**src/asu_regs.vh**
```
// Register offsets, field positions, reset values and encodings for the async serial block
`ifndef ASU_REGS_VH
`define ASU_REGS_VH
`define ASU_ADDR_W 4
`define ASU_OFF_TXBUF 4'h0
`define ASU_OFF_RXBUF 4'h1
`define ASU_OFF_BAUD 4'h2
`define ASU_OFF_MODE 4'h3
`define ASU_OFF_CTRL0 4'h4
`define ASU_OFF_CTRL1 4'h5
`define ASU_OFF_SHARED 4'h6
// mode_reg fields
`define ASU_MODE_SMD_LO 0
`define ASU_MODE_SMD_HI 2
`define ASU_MODE_CKSRC 3
`define ASU_MODE_STOP2 4
`define ASU_MODE_PODD 5
`define ASU_MODE_PEN 6
`define ASU_MODE_PIN_POLARITY_INVERT 7
`define ASU_SMD_OFF 3'h0
`define ASU_SMD_7BIT 3'h4
`define ASU_SMD_8BIT 3'h5
`define ASU_SMD_9BIT 3'h6
// control0_reg fields
`define ASU_C0_PSC_LO 0
`define ASU_C0_PSC_HI 1
`define ASU_C0_FLOWDIR 2
`define ASU_C0_TXEMPTY 3
`define ASU_C0_FLOWDIS 4
`define ASU_C0_OPENDRN 5
`define ASU_C0_MSBFIRST 7
// control1_reg fields
`define ASU_C1_TXON 0
`define ASU_C1_TXBE 1
`define ASU_C1_RXON 2
`define ASU_C1_RXFULL 3
`define ASU_C1_IRQSRC 4
`define ASU_C1_LOGINV 6
// shared_serial_ctrl fields
`define ASU_SH_SPLIT 6
// rx_buffer status fields
`define ASU_RB_OVR 12
`define ASU_RB_FRM 13
`define ASU_RB_PAR 14
`define ASU_RB_SUM 15
// Reset values
`define ASU_RST_MODE 8'h00
`define ASU_RST_CTRL0 8'h18
`define ASU_RST_CTRL1 8'h02
`define ASU_RST_BAUD 8'h00
// Timing
`define ASU_OVERSAMPLE 5'h10
`define ASU_MID_TICK 4'h7
`endif

```
**src/asu_uart.v**
```verilog
// Asynchronous serial channel: registers, baud generator, transmitter, receiver
//
// Implementation choices: the strobed register port and the placing of the registers.
`timescale 1ns/1ps
`include "asu_regs.vh"
module asu_uart
(
   // Clock and reset
   input wire core_clk_i,
   input wire srst_i,
   // Register port
   input wire [`ASU_ADDR_W-1:0] addr_i,
   input wire [15:0] wdata_i,
   input wire wr_i,
   input wire rd_i,
   output reg [15:0] rdata_o,
   // Prescaled clock enables and external clock pin
   input wire [3:0] presc_tick_i,
   input wire ext_clock_pin_i,
   // Serial pins
   input wire rxd_i,
   output reg txd_o,
   output reg txd_oe_o,
   // Flow control pins and clock pin role
   input wire cts_n_i,
   input wire shared_port_pin_i,
   output reg rts_n_o,
   output reg rts_n_oe_o,
   output reg flow_pin_is_port_o,
   output reg clk_pin_is_port_o,
   // Requests
   output reg tx_irq_o,
   output reg rx_irq_o
);
localparam ST_IDLE = 2'h0;
localparam ST_START = 2'h1;
localparam ST_BITS = 2'h2;
reg [7:0] mode_reg;
reg [7:0] control0_reg;
reg [7:0] control1_reg;
reg [7:0] shared_serial_ctrl;
reg [7:0] baud_divider;
reg [8:0] tx_buffer;
reg [8:0] rx_buffer;
reg ovr_reg, frm_reg, par_reg, rx_full_reg, tx_be_reg, tx_empty_reg, started_reg;
reg ext_d_reg;
reg [7:0] div_cnt_reg;
reg [3:0] tx_sub_reg;
reg [3:0] rx_sub_reg;
reg [1:0] tx_st_reg;
reg [1:0] rx_st_reg;
reg [12:0] tx_sh_reg;
reg [3:0] tx_cnt_reg;
reg [12:0] rx_sh_reg;
reg [3:0] rx_cnt_reg;
reg [3:0] rx_len_reg;
reg rxs_d_reg;
wire [2:0] smd = mode_reg[`ASU_MODE_SMD_HI:`ASU_MODE_SMD_LO];
wire ena = (smd == `ASU_SMD_7BIT) || (smd == `ASU_SMD_8BIT) || (smd == `ASU_SMD_9BIT);
wire [3:0] clen = (smd == `ASU_SMD_7BIT) ? 4'h7 : (smd == `ASU_SMD_9BIT) ? 4'h9 : 4'h8;
wire msb = control0_reg[`ASU_C0_MSBFIRST] && (smd == `ASU_SMD_8BIT);
wire inv = control1_reg[`ASU_C1_LOGINV];
wire pol = mode_reg[`ASU_MODE_PIN_POLARITY_INVERT];
wire pen = mode_reg[`ASU_MODE_PEN];
wire podd = mode_reg[`ASU_MODE_PODD];
wire stop2 = mode_reg[`ASU_MODE_STOP2];
wire flow_on = !control0_reg[`ASU_C0_FLOWDIS];
wire cts_sel = flow_on && !control0_reg[`ASU_C0_FLOWDIR];
wire cts_in = shared_serial_ctrl[`ASU_SH_SPLIT] ? shared_port_pin_i : cts_n_i;
wire ext_sel = mode_reg[`ASU_MODE_CKSRC];
wire src_tick = ext_sel ? (ext_clock_pin_i && !ext_d_reg) :
   presc_tick_i[{control0_reg[`ASU_C0_PSC_HI], control0_reg[`ASU_C0_PSC_LO]}];
wire tick = ena && src_tick && (div_cnt_reg == 8'h00);
wire rx_pin = rxd_i ^ pol;
wire [3:0] tx_total = 4'h1 + clen + {3'h0, pen} + {3'h0, stop2} + 4'h1;
wire [8:0] tx_dat = tx_buffer ^ {9{inv}};
wire [8:0] tx_ord = msb ? {1'b0, tx_dat[0], tx_dat[1], tx_dat[2], tx_dat[3],
   tx_dat[4], tx_dat[5], tx_dat[6], tx_dat[7]} : tx_dat;
wire [8:0] tx_msk = tx_ord & ((9'h001 << clen) - 9'h001);
wire tx_par = (^tx_msk) ^ podd;
wire tx_go = tx_st_reg == ST_IDLE && control1_reg[`ASU_C1_TXON] && !tx_be_reg
   && !(cts_sel && cts_in);
wire rx_mid = tick && rx_sub_reg == `ASU_MID_TICK;
wire [12:0] rx_w = {rx_pin, rx_sh_reg[12:1]};
wire [12:0] rx_al = rx_w >> (4'hd - rx_len_reg);
wire [8:0] rx_raw = rx_al[8:0] & ((9'h001 << clen) - 9'h001);
wire rx_prb = (clen == 4'h7) ? rx_al[7] : (clen == 4'h8) ? rx_al[8] : rx_al[9];
wire [3:0] rx_s1i = clen + {3'h0, pen};
wire rx_s1 = rx_al[rx_s1i];
wire rx_s2 = stop2 ? rx_al[rx_s1i + 4'h1] : 1'b1;
wire [8:0] rx_ord = msb ? {1'b0, rx_raw[0], rx_raw[1], rx_raw[2], rx_raw[3],
   rx_raw[4], rx_raw[5], rx_raw[6], rx_raw[7]} : rx_raw;
wire rx_done = rx_st_reg == ST_BITS && rx_mid && rx_cnt_reg == 4'h1;
wire rx_prelast = rx_st_reg == ST_BITS && rx_mid && rx_cnt_reg == 4'h2;
wire rd_rxbuf = rd_i && addr_i == `ASU_OFF_RXBUF;
always @(posedge core_clk_i)
begin
   if (srst_i)
   begin
      mode_reg <= `ASU_RST_MODE;
      control0_reg <= `ASU_RST_CTRL0;
      control1_reg <= `ASU_RST_CTRL1;
      shared_serial_ctrl <= 8'h00;
      baud_divider <= `ASU_RST_BAUD;
      tx_buffer <= 9'h000;
      rx_buffer <= 9'h000;
      ovr_reg <= 1'b0;
      frm_reg <= 1'b0;
      par_reg <= 1'b0;
      rx_full_reg <= 1'b0;
      tx_be_reg <= 1'b1;
      tx_empty_reg <= 1'b1;
      started_reg <= 1'b0;
      ext_d_reg <= 1'b0;
      div_cnt_reg <= 8'h00;
      tx_sub_reg <= 4'h0;
      rx_sub_reg <= 4'h0;
      tx_st_reg <= ST_IDLE;
      rx_st_reg <= ST_IDLE;
      tx_sh_reg <= 13'h1fff;
      tx_cnt_reg <= 4'h0;
      rx_sh_reg <= 13'h0000;
      rx_cnt_reg <= 4'h0;
      rx_len_reg <= 4'h0;
      rxs_d_reg <= 1'b1;
      rdata_o <= 16'h0000;
      txd_o <= 1'b1;
      txd_oe_o <= 1'b1;
      rts_n_o <= 1'b1;
      rts_n_oe_o <= 1'b0;
      flow_pin_is_port_o <= 1'b0;
      clk_pin_is_port_o <= 1'b1;
      tx_irq_o <= 1'b0;
      rx_irq_o <= 1'b0;
   end
   else
   begin
      tx_irq_o <= 1'b0;
      rx_irq_o <= 1'b0;
      ext_d_reg <= ext_clock_pin_i;
      rxs_d_reg <= rx_pin;
      // Baud divider reloads with n so the 16x tick period is n+1 source ticks
      if (!ena)
         div_cnt_reg <= baud_divider;
      else if (src_tick)
         div_cnt_reg <= (div_cnt_reg == 8'h00) ? baud_divider : div_cnt_reg - 8'h01;
      // Register writes
      if (wr_i)
      begin
         case (addr_i)
            `ASU_OFF_TXBUF:
            begin
               tx_buffer <= wdata_i[8:0];
               tx_be_reg <= 1'b0;
            end
            `ASU_OFF_BAUD: baud_divider <= wdata_i[7:0];
            `ASU_OFF_MODE: mode_reg <= wdata_i[7:0];
            `ASU_OFF_CTRL0:
            begin
               control0_reg[2:0] <= wdata_i[2:0];
               control0_reg[7:4] <= wdata_i[7:4];
            end
            `ASU_OFF_CTRL1:
            begin
               control1_reg[0] <= wdata_i[0];
               control1_reg[2] <= wdata_i[2];
               control1_reg[7:4] <= wdata_i[7:4];
            end
            `ASU_OFF_SHARED: shared_serial_ctrl <= wdata_i[7:0];
            default: ;
         endcase
      end
      // Register reads, data one cycle later
      rdata_o <= 16'h0000;
      if (rd_i)
      begin
         case (addr_i)
            `ASU_OFF_TXBUF: rdata_o <= {7'h00, tx_buffer};
            `ASU_OFF_RXBUF: rdata_o <= {ovr_reg | frm_reg | par_reg, par_reg, frm_reg, ovr_reg,
               3'h0, rx_buffer};
            `ASU_OFF_BAUD: rdata_o <= {8'h00, baud_divider};
            `ASU_OFF_MODE: rdata_o <= {8'h00, mode_reg};
            `ASU_OFF_CTRL0: rdata_o <= {8'h00, control0_reg[7:4], tx_empty_reg, control0_reg[2:0]};
            `ASU_OFF_CTRL1: rdata_o <= {8'h00, control1_reg[7:4], rx_full_reg, control1_reg[2],
               tx_be_reg, control1_reg[0]};
            `ASU_OFF_SHARED: rdata_o <= {8'h00, shared_serial_ctrl};
            default: rdata_o <= 16'h0000;
         endcase
      end
      // Reading the receive buffer clears full and overrun; a same-cycle set of full wins below, overrun is not set during a read
      if (rd_rxbuf)
      begin
         rx_full_reg <= 1'b0;
         ovr_reg <= 1'b0;
      end
      // Transmitter
      if (!ena)
      begin
         tx_st_reg <= ST_IDLE;
         tx_be_reg <= 1'b1;
         tx_empty_reg <= 1'b1;
         started_reg <= 1'b0;
         tx_sh_reg <= 13'h1fff;
      end
      else if (tx_go)
      begin
         // Shift word: start low, data, parity, stops high
         // Parity sits right after the last character bit; in 9-bit mode that bit is sent from tx_buffer bit 8
         tx_sh_reg <= {4'hf, tx_msk} << 1 | (pen ? {12'h000, tx_par} << (4'h1 + clen) : 13'h0000)
            | ({13{1'b1}} << (4'h1 + clen + {3'h0, pen}));
         tx_cnt_reg <= tx_total - 4'h1;
         tx_st_reg <= ST_BITS;
         tx_sub_reg <= 4'h0;
         // A buffer write in the load cycle keeps its data-present state
         if (!(wr_i && addr_i == `ASU_OFF_TXBUF))
            tx_be_reg <= 1'b1;
         tx_empty_reg <= 1'b0;
         started_reg <= 1'b1;
         if (!control1_reg[`ASU_C1_IRQSRC])
            tx_irq_o <= 1'b1;
      end
      else if (tx_st_reg == ST_BITS && tick)
      begin
         tx_sub_reg <= tx_sub_reg + 4'h1;
         if (tx_sub_reg == 4'hf)
         begin
            tx_sh_reg <= {1'b1, tx_sh_reg[12:1]};
            tx_cnt_reg <= tx_cnt_reg - 4'h1;
            if (tx_cnt_reg == 4'h0)
            begin
               tx_st_reg <= ST_IDLE;
               tx_empty_reg <= 1'b1;
               if (control1_reg[`ASU_C1_IRQSRC])
                  tx_irq_o <= 1'b1;
            end
         end
      end
      // Receiver; disabling reception empties the buffer state
      if (!ena || !control1_reg[`ASU_C1_RXON])
      begin
         rx_st_reg <= ST_IDLE;
         if (!control1_reg[`ASU_C1_RXON])
            rx_full_reg <= 1'b0;
      end
      else
      begin
         case (rx_st_reg)
            ST_IDLE:
               if (rxs_d_reg && !rx_pin)
               begin
                  rx_st_reg <= ST_START;
                  rx_sub_reg <= 4'h0;
               end
            ST_START:
               if (rx_mid)
               begin
                  if (rx_pin)
                     rx_st_reg <= ST_IDLE;
                  else
                  begin
                     rx_st_reg <= ST_BITS;
                     rx_cnt_reg <= tx_total - 4'h1;
                     rx_len_reg <= tx_total - 4'h1;
                  end
                  rx_sub_reg <= rx_sub_reg + 4'h1;
               end
               else if (tick)
                  rx_sub_reg <= rx_sub_reg + 4'h1;
            ST_BITS:
               if (tick)
               begin
                  rx_sub_reg <= rx_sub_reg + 4'h1;
                  if (rx_mid)
                  begin
                     rx_sh_reg <= rx_w;
                     rx_cnt_reg <= rx_cnt_reg - 4'h1;
                  end
                  if (rx_prelast && rx_full_reg && !rd_rxbuf)
                     ovr_reg <= 1'b1;
                  if (rx_done)
                  begin
                     rx_st_reg <= ST_IDLE;
                     if (!ovr_reg && !(rx_full_reg && !rd_rxbuf))
                     begin
                        rx_buffer <= rx_ord ^ ({9{inv}} & ((9'h001 << clen) - 9'h001));
                        frm_reg <= !(rx_s1 && rx_s2);
                        par_reg <= pen && ((^rx_raw) ^ rx_prb ^ podd);
                        rx_full_reg <= 1'b1;
                        rx_irq_o <= 1'b1;
                     end
                  end
               end
            default: rx_st_reg <= ST_IDLE;
         endcase
      end
      // Pins
      txd_o <= (started_reg ? tx_sh_reg[0] : 1'b1) ^ pol;
      txd_oe_o <= !(control0_reg[`ASU_C0_OPENDRN] && ((started_reg ? tx_sh_reg[0] : 1'b1) ^ pol));
      flow_pin_is_port_o <= !flow_on;
      rts_n_oe_o <= flow_on && control0_reg[`ASU_C0_FLOWDIR];
      rts_n_o <= !(control1_reg[`ASU_C1_RXON] && !rx_full_reg);
      clk_pin_is_port_o <= !ext_sel;
   end
end
endmodule // asu_uart

```
**config.mk**
```make
export PLATFORM = sky130hd
export DESIGN_NAME = asu_uart
export DESIGN_NICKNAME = d
export VERILOG_FILES = /design/src/asu_uart.v
export VERILOG_INCLUDE_DIRS = /design/src /design/src/src
export SDC_FILE = /design/constraint.sdc
export NUM_CORES = 1
export LEC_CHECK = 0
export ABC_AREA = 1
export ABC_CLOCK_PERIOD_IN_PS = 1800
export BUFFER_PORTS_ARGS = -buffer_cell sky130_fd_sc_hd__buf_2
export CAP_MARGIN = 10
export CORE_MARGIN = 4
export CORE_UTILIZATION = 45
export DETAILED_ROUTE_END_ITERATION = 8
export GPL_TIMING_DRIVEN = 1
export PLACE_DENSITY_LB_ADDON = 0.1
export SLEW_MARGIN = 5
export SYNTH_ARGS = -nofsm -noshare
export SYNTH_HDL_FRONTEND = slang
export SYNTH_SLANG_ARGS = --single-unit
```
**constraint.sdc**
```tcl
create_clock -name core_clk_i -period 1.8 [get_ports core_clk_i]
set_input_delay 0.27 -clock core_clk_i [delete_from_list [all_inputs] [get_ports core_clk_i]]
set_output_delay 0.27 -clock core_clk_i [all_outputs]
set_load 0.1 [all_outputs]
```
==> metrics.yaml, run 1 <==
status: "finished with violations"
violations: "negative setup slack"
core-area_um2: 16100
hold_viol: 0
drt-vias-per-instance: 5.21
syn_inst: 1065
clock_latency_ns: 0.43
dp.cells: 1421
final.min_clock_period_ns: 2.23
path_class: "reg2reg"
fin_util_pct: 65.1
tns_ns: -15.32
cp_num_buf_inv: 3
routabilityCongestion: 0.941
synth_ff_type: "dfxtp_1"
wire_per_inst_um: 15.5
fmax_mhz: 449
ys_types: 54
critPathRequiredTime_ns: 2.15
nNetsFinal: 1315
max_slew_margin_pct: 64.5
cpPeakStageDelay_ns: 0.32
largest_reg_flops: 13
cp_slowest_cell: "dfxtp_2"
timing.rr.start: "div_cnt_reg[0]$_SDFFE_PP0P_"
layoutNonFillerInstCount: 1495
grt_max_degree: 53
p_per_area_nw_per_um2: 732
startpoint: "div_cnt_reg[0]$_SDFFE_PP0P_"
initial_core_util_pct: 46.3
portBuffers: 45
firstDrtPassIters: 5
power_w: 0.00765
clk_pin_slew_worst_paths_ns: 0.06
synth-seq-cells: 138
drv_slew: 0
cts_buffers: 17
path_common_cell: "nor2_4"
p_seq_share_pct: 40.6
grt_overflow: 0
hpwl_um: 16500
htree_levels: 4
io_pins: 56
syn_area_um2: 7440
antenna_found_initial: 0
grt.total_usage_pct: 25.2
arrival_ns: 2.58
die_w_um: 137
cts_tree: "built"
num_rows: 46
peakVddDrop_mv: 0.704
grt_pass1_vias: 7459
dieArea_um2: 18700
crit_chain: "inv_2, ha_4, nand2_4, nor2_4, nand3b_4, nor2_4, nand3_4, inv_4, nand4_4, nor2_4, buf_6, nand4_1, nor2_1, nand2_1, a21oi_2"
fin_crit_sh_pct: 124
setup_viol: 61
hp-class: "in2reg"
cap_violations: 0
pwr-share-comb_pct: 7.5
die_h_um: 137
ys_warn_count: 0
critPathMaxFanout: 4
finClkSkew_ns: 0.0123
worstHoldStart: "ext_clock_pin_i"
cts.sinks: 138
p_leak_nw: 4.41
worstMarginPinSlew_ns: 0.519
async_reset_ff_share_pct: 0
grt_pass1_wl_um: 37000
reg2reg_slack_ns: -0.43
vias: 7793
drc: 0
rsz0062_at_grt: "true"
synth_edf_count: 0
ant_nets: 0
drtIter0Drc: 470
wirelength_um: 23200
startpoint_type: "register"
root_buffer: "clkbuf_16"
synthToLayoutAreaGrowth_pct: 40.5
internal-power_w: 0.00584
clock_path_buffers: 2
syn_avg_cell_area_um2: 6.98
net-switching-power_w: 0.00181
switching_share_pct: 23.6
pre_cts_ws_ns: -0.317
worst_slack_ns: -0.426
diodes: 0
ys_seq_area_share_pct: 37.1
pwr-share-clk_pct: 51.9
layout-drive-gt1-share_pct: 29.8
crit_family: "simple AND/OR/NAND/NOR gates"
cp-end-kind: "register"
-- area by class of cell --
type / instances / area (um2)
flip-flops and latches: 138 / 2780
inverters: 129 / 518
multi-input cells: 761 / 4500
fillers: 1411 / 5610
clock buffers: 19 / 453
clock inverters: 13 / 214
repair inverters: 1 / 7.51
repair buffers: 218 / 1710
well taps: 216 / 270
-- power by group through the flow --
stage | registers [W] | logic, W | clock network, W
finish | 0.00310 | 0.000573 | 0.00397
floorplan | 0.00320 | 0.000291 | 0
detailed placement | 0.00317 | 0.000500 | 0
global placement | 0.00317 | 0.000497 | 0
global route | 0.00311 | 0.000620 | 0.00412
CTS | 0.00310 | 0.000537 | 0.00402
-- cell families after synthesis --
logic type      after synthesis  share of synthesized area [%]
fa+ha+maj                    17                           2.86
xor+xnor                     34                           4.10
other cells                   2                          0.101
buf+inv                     169                           9.47
simple gates                428                           25.8
mux                           1                          0.135
compound gates              276                           20.4
flops                       138                           37.1
-- final timing paths --
check,endpoint,cells past startpoint
worst min-delay path,ext_d_reg$_SDFF_PP0_,3
worst max register to register,par_reg$_SDFFE_PP0P_,15
worst min register to register,clk_pin_is_port_o$_SDFF_PP1_,1
worst max-delay path,par_reg$_SDFFE_PP0P_,15
-- layout by cell type, fill, tap and decap left out, types with 6 or more instances in the layout --
master,synthesis,final
a2111oi_0,8,8
inv_2,8,11
buf_4,7,140
o21ai_2,1,10
o22ai_1,20,20
xor2_1,18,16
ha_1,17,11
inv_1,116,106
nor2_4,3,14
dfxtp_1,138,130
ha_4,0,6
o21ai_0,114,89
nand4_1,12,12
o211ai_1,7,7
buf_2,3,46
a211oi_1,8,8
a21oi_2,3,12
nor2_2,7,6
buf_6,5,23
nand2_4,1,7
o21ai_1,9,24
xnor2_1,15,12
buf_12,0,7
nand3_1,75,65
nand2_2,3,10
a21oi_1,95,85
nor2_1,69,59
nand3_2,4,12
nand2_1,227,212
nor3_1,13,10
clkbuf_16,0,17
-- synthesized netlist by cell type (all sizes together) (7+ instances only) --
library cell    n  area share (%)
nand2         231              12
dfxtp         138              37
inv           125             6.3
o21ai         124             8.4
a21oi          98             6.7
nand3          80             5.8
nor2           79             4.5
clkbuf         22             1.1
o22ai          20             1.7
xor2           19             2.3
buf            18             1.8
ha             17             2.9
xnor2          15             1.8
nand4          14             1.5
nor3           14             1.0
a2111oi         8            0.94
a211oi          8            0.81
o211ai          7            0.71
-- layer usage --
metal / GRT usage (%) / share of wire (%) / vias to the layer above
met5: 0 / 0 / -
met4: 9.80 / 2.5 / 0
met1: 33.6 / 46 / 3561
li1: - / - / 3961
met2: 39.6 / 46 / 216
met3: 5.74 / 5.6 / 55
-- what timing repair did --
action                                  4_1_cts  5_1_grt
endpoints found under the setup margin       60       61
cloned                                        3        1
resized for setup                            97       66
hold buffers                                  0        0
pin swaps                                    24       33
buffers inserted                             21       20
-- per-stage QoR --
step | area, um2 | hold WS [ns]
2_1_floorplan | 7580 | 0.366
3_3_place_gp | 8910 | 0.394
5_1_grt | 10500 | 0.0762
3_5_place_dp | 8910 | 0.385
6_report | 10500 | 0.0558
4_1_cts | 10100 | 0.0461
-- worst min-delay path, cell delays in order --
cell and delay (ns):
buf_2 0.10, inv_1 0.04, nor2_1 0.03
Power figures use the tool's default switching activity.
==> run 2: changes to the inputs <==
--- a/config.mk
+++ b/config.mk
@@ -10,8 +10,10 @@
 export ABC_CLOCK_PERIOD_IN_PS = 1800
 export BUFFER_PORTS_ARGS = -buffer_cell sky130_fd_sc_hd__buf_2
 export CAP_MARGIN = 10
+export CELL_PAD_IN_SITES_DETAIL_PLACEMENT = 1
+export CELL_PAD_IN_SITES_GLOBAL_PLACEMENT = 1
 export CORE_MARGIN = 4
-export CORE_UTILIZATION = 45
+export CORE_UTILIZATION = 40
 export DETAILED_ROUTE_END_ITERATION = 8
 export GPL_TIMING_DRIVEN = 1
 export PLACE_DENSITY_LB_ADDON = 0.1
==> run 2 against run 1 <==
  * The flow still finishes with violations (negative setup slack)
  * Cell count up 2.2%
  * Hold slack about the same
  * Routed wire length up 33%
==> metrics.yaml, run 2 (synthesis gave the netlist of run 1 again) <==
finClkSkew_ns: 0.0133
cts_buffers: 17
portBuffers: 45
critPathMaxFanout: 6
initial_core_util_pct: 41.0
cpPeakStageDelay_ns: 0.33
max_slew_margin_pct: 59.3
worstMarginPinSlew_ns: 0.595
final_cell_mix: "nand2_1, buf_4, dfxtp_1, inv_1, o21ai_0"
antenna_found_initial: 0
worst_slack_ns: -0.501
startpoint_type: "register"
startpoint: "div_cnt_reg[0]$_SDFFE_PP0P_"
r2r_cells: 14
holdPathStages: 3
post-route-cell-area_um2: 10800
hold_ws_ns: 0.0554
nNetsFinal: 1335
grt_pass1_wl_um: 44800
wire_per_inst_um: 20.2
largest_reg_flops: 13
worstHoldStart: "ext_clock_pin_i"
setup_viol: 68
root_buffer: "clkbuf_16"
die_w_um: 144
grt_overflow: 0
io_pins: 56
grt_pass1_vias: 8538
vias: 8485
layout-drive-gt1-share_pct: 34.2
cp_num_buf_inv: 3
hpwl_um: 19500
diodes: 0
layoutNonFillerInstCount: 1528
cts_tree: "built"
final.min_clock_period_ns: 2.30
dp.cells: 1454
peakVddDrop_mv: 0.632
violations: "negative setup slack"
ant_nets: 0
rsz0062_at_grt: "true"
clock_path_buffers: 2
grt_max_degree: 47
clock_latency_ns: 0.44
cp_slowest_cell: "dfxtp_2"
p_per_area_nw_per_um2: 705
status: "finished with violations"
arrival_ns: 2.67
wirelength_um: 30900
post_dp_cell_area_um2: 9100
pre_cts_ws_ns: -0.440
cap_violations: 0
fin_util_pct: 59.3
fillers: 2284
path_common_cell: "nor2_4"
cp-end-kind: "register"
cts.sinks: 138
hp-class: "in2reg"
grt.total_usage_pct: 27.6
dieArea_um2: 20800
synthToLayoutAreaGrowth_pct: 44.7
drt-vias-per-instance: 5.55
crit_family: "simple AND/OR/NAND/NOR gates"
drc: 0
clk_pin_slew_worst_paths_ns: 0.06
num_rows: 49
routabilityCongestion: 0.863
htree_levels: 4
fmax_mhz: 435
firstDrtPassIters: 8
multiInputGateArea_um2: 4630
regArea_um2: 2780
crit_chain: "inv_2, ha_4, nand2_4, nor2_4, nand3b_4, nor2_4, nand3_4, nor2_4, nand3_4, nor4_4, buf_12, buf_12, nand2_4, a21oi_2"
drtIter0Drc: 542
timing.rr.start: "div_cnt_reg[0]$_SDFFE_PP0P_"
layout_commonest_cell: "nand2_1"
drv_slew: 0
cts_hold_buf: 0
path_class: "reg2reg"
timing.critical_path.depth: 14
critPathRequiredTime_ns: 2.16
hold_viol: 0
die_h_um: 144
fin_crit_sh_pct: 128
p_leak_nw: 4.59
core-area_um2: 18100
run 2: changes by cell type in the layout (fill, tap and decap cells not counted), moves of 3 or more:
cell,delta
a21oi_1,-11
a21oi_2,+11
buf_4,+17
inv_1,-3
inv_4,+4
nand2_1,-16
nand2_2,+8
nand2_4,+9
o21ai_0,-10
o21ai_1,-5
o21ai_2,+14
run 2: path summary, 6_finish.rpt:
kind | slack, ns | endpoint
max | -0.50 | rx_buffer[1]$_SDFFE_PP0P_
min | 0.06 | ext_d_reg$_SDFF_PP0_
max reg2reg | -0.50 | rx_buffer[1]$_SDFFE_PP0P_
min reg2reg | 0.46 | shared_serial_ctrl[4]$_SDFFE_PP0P_
run 2: layer usage:
layer	routed length, um	track usage [%]	up-vias
li1	-	-	3988
met1	13000	34.3	4182
met2	15900	48.1	257
met3	1370	4.93	58
met4	715	9.28	0
met5	0	0	-
run 2: layout make-up:
class	instances	area share [%]
multi-input combinational	761	43.0
clock inverter	13	1.80
inverter	129	4.93
timing repair inverter	1	0.105
tap	229	2.66
sequential	138	25.8
clock buffer	19	4.02
timing repair buffer	238	17.6
run 2: repair_timing:
item | in CTS | in global routing
endpoints found under the setup margin | 70 | 70
setup buffers | 26 | 24
gates cloned | 1 | 2
resized for setup | 114 | 114
pin swaps | 17 | 33
run 2: through the flow:
stage / setup TNS (ns) / total power, W
finish: -21.51 / 0.00759
floorplan: -0.851 / 0.00349
CTS: -14.22 / 0.00753
global route: -28.39 / 0.00780
detailed placement: -11.90 / 0.00370
global placement: -9.70 / 0.00370
run 2: worst reg2reg max path, delay by kind of cell, from the launching register on:
kind,cells,cell delay (ns)
AOI/OAI and AO/OA,1,0.14
adders and majority gates,1,0.15
buffers and inverters,3,0.41
DFF,1,0.33
and+or+nand+nor,9,1.19
run 2: where the power goes:
group | leakage [nW] | total [W] | internal (W) | switching, W
Clock | 0.296 | 0.00384 | 0.00234 | 0.00151
Combinational | 3.17 | 0.000639 | 0.000227 | 0.000412
Sequential | 1.12 | 0.00311 | 0.00308 | 0.0000223
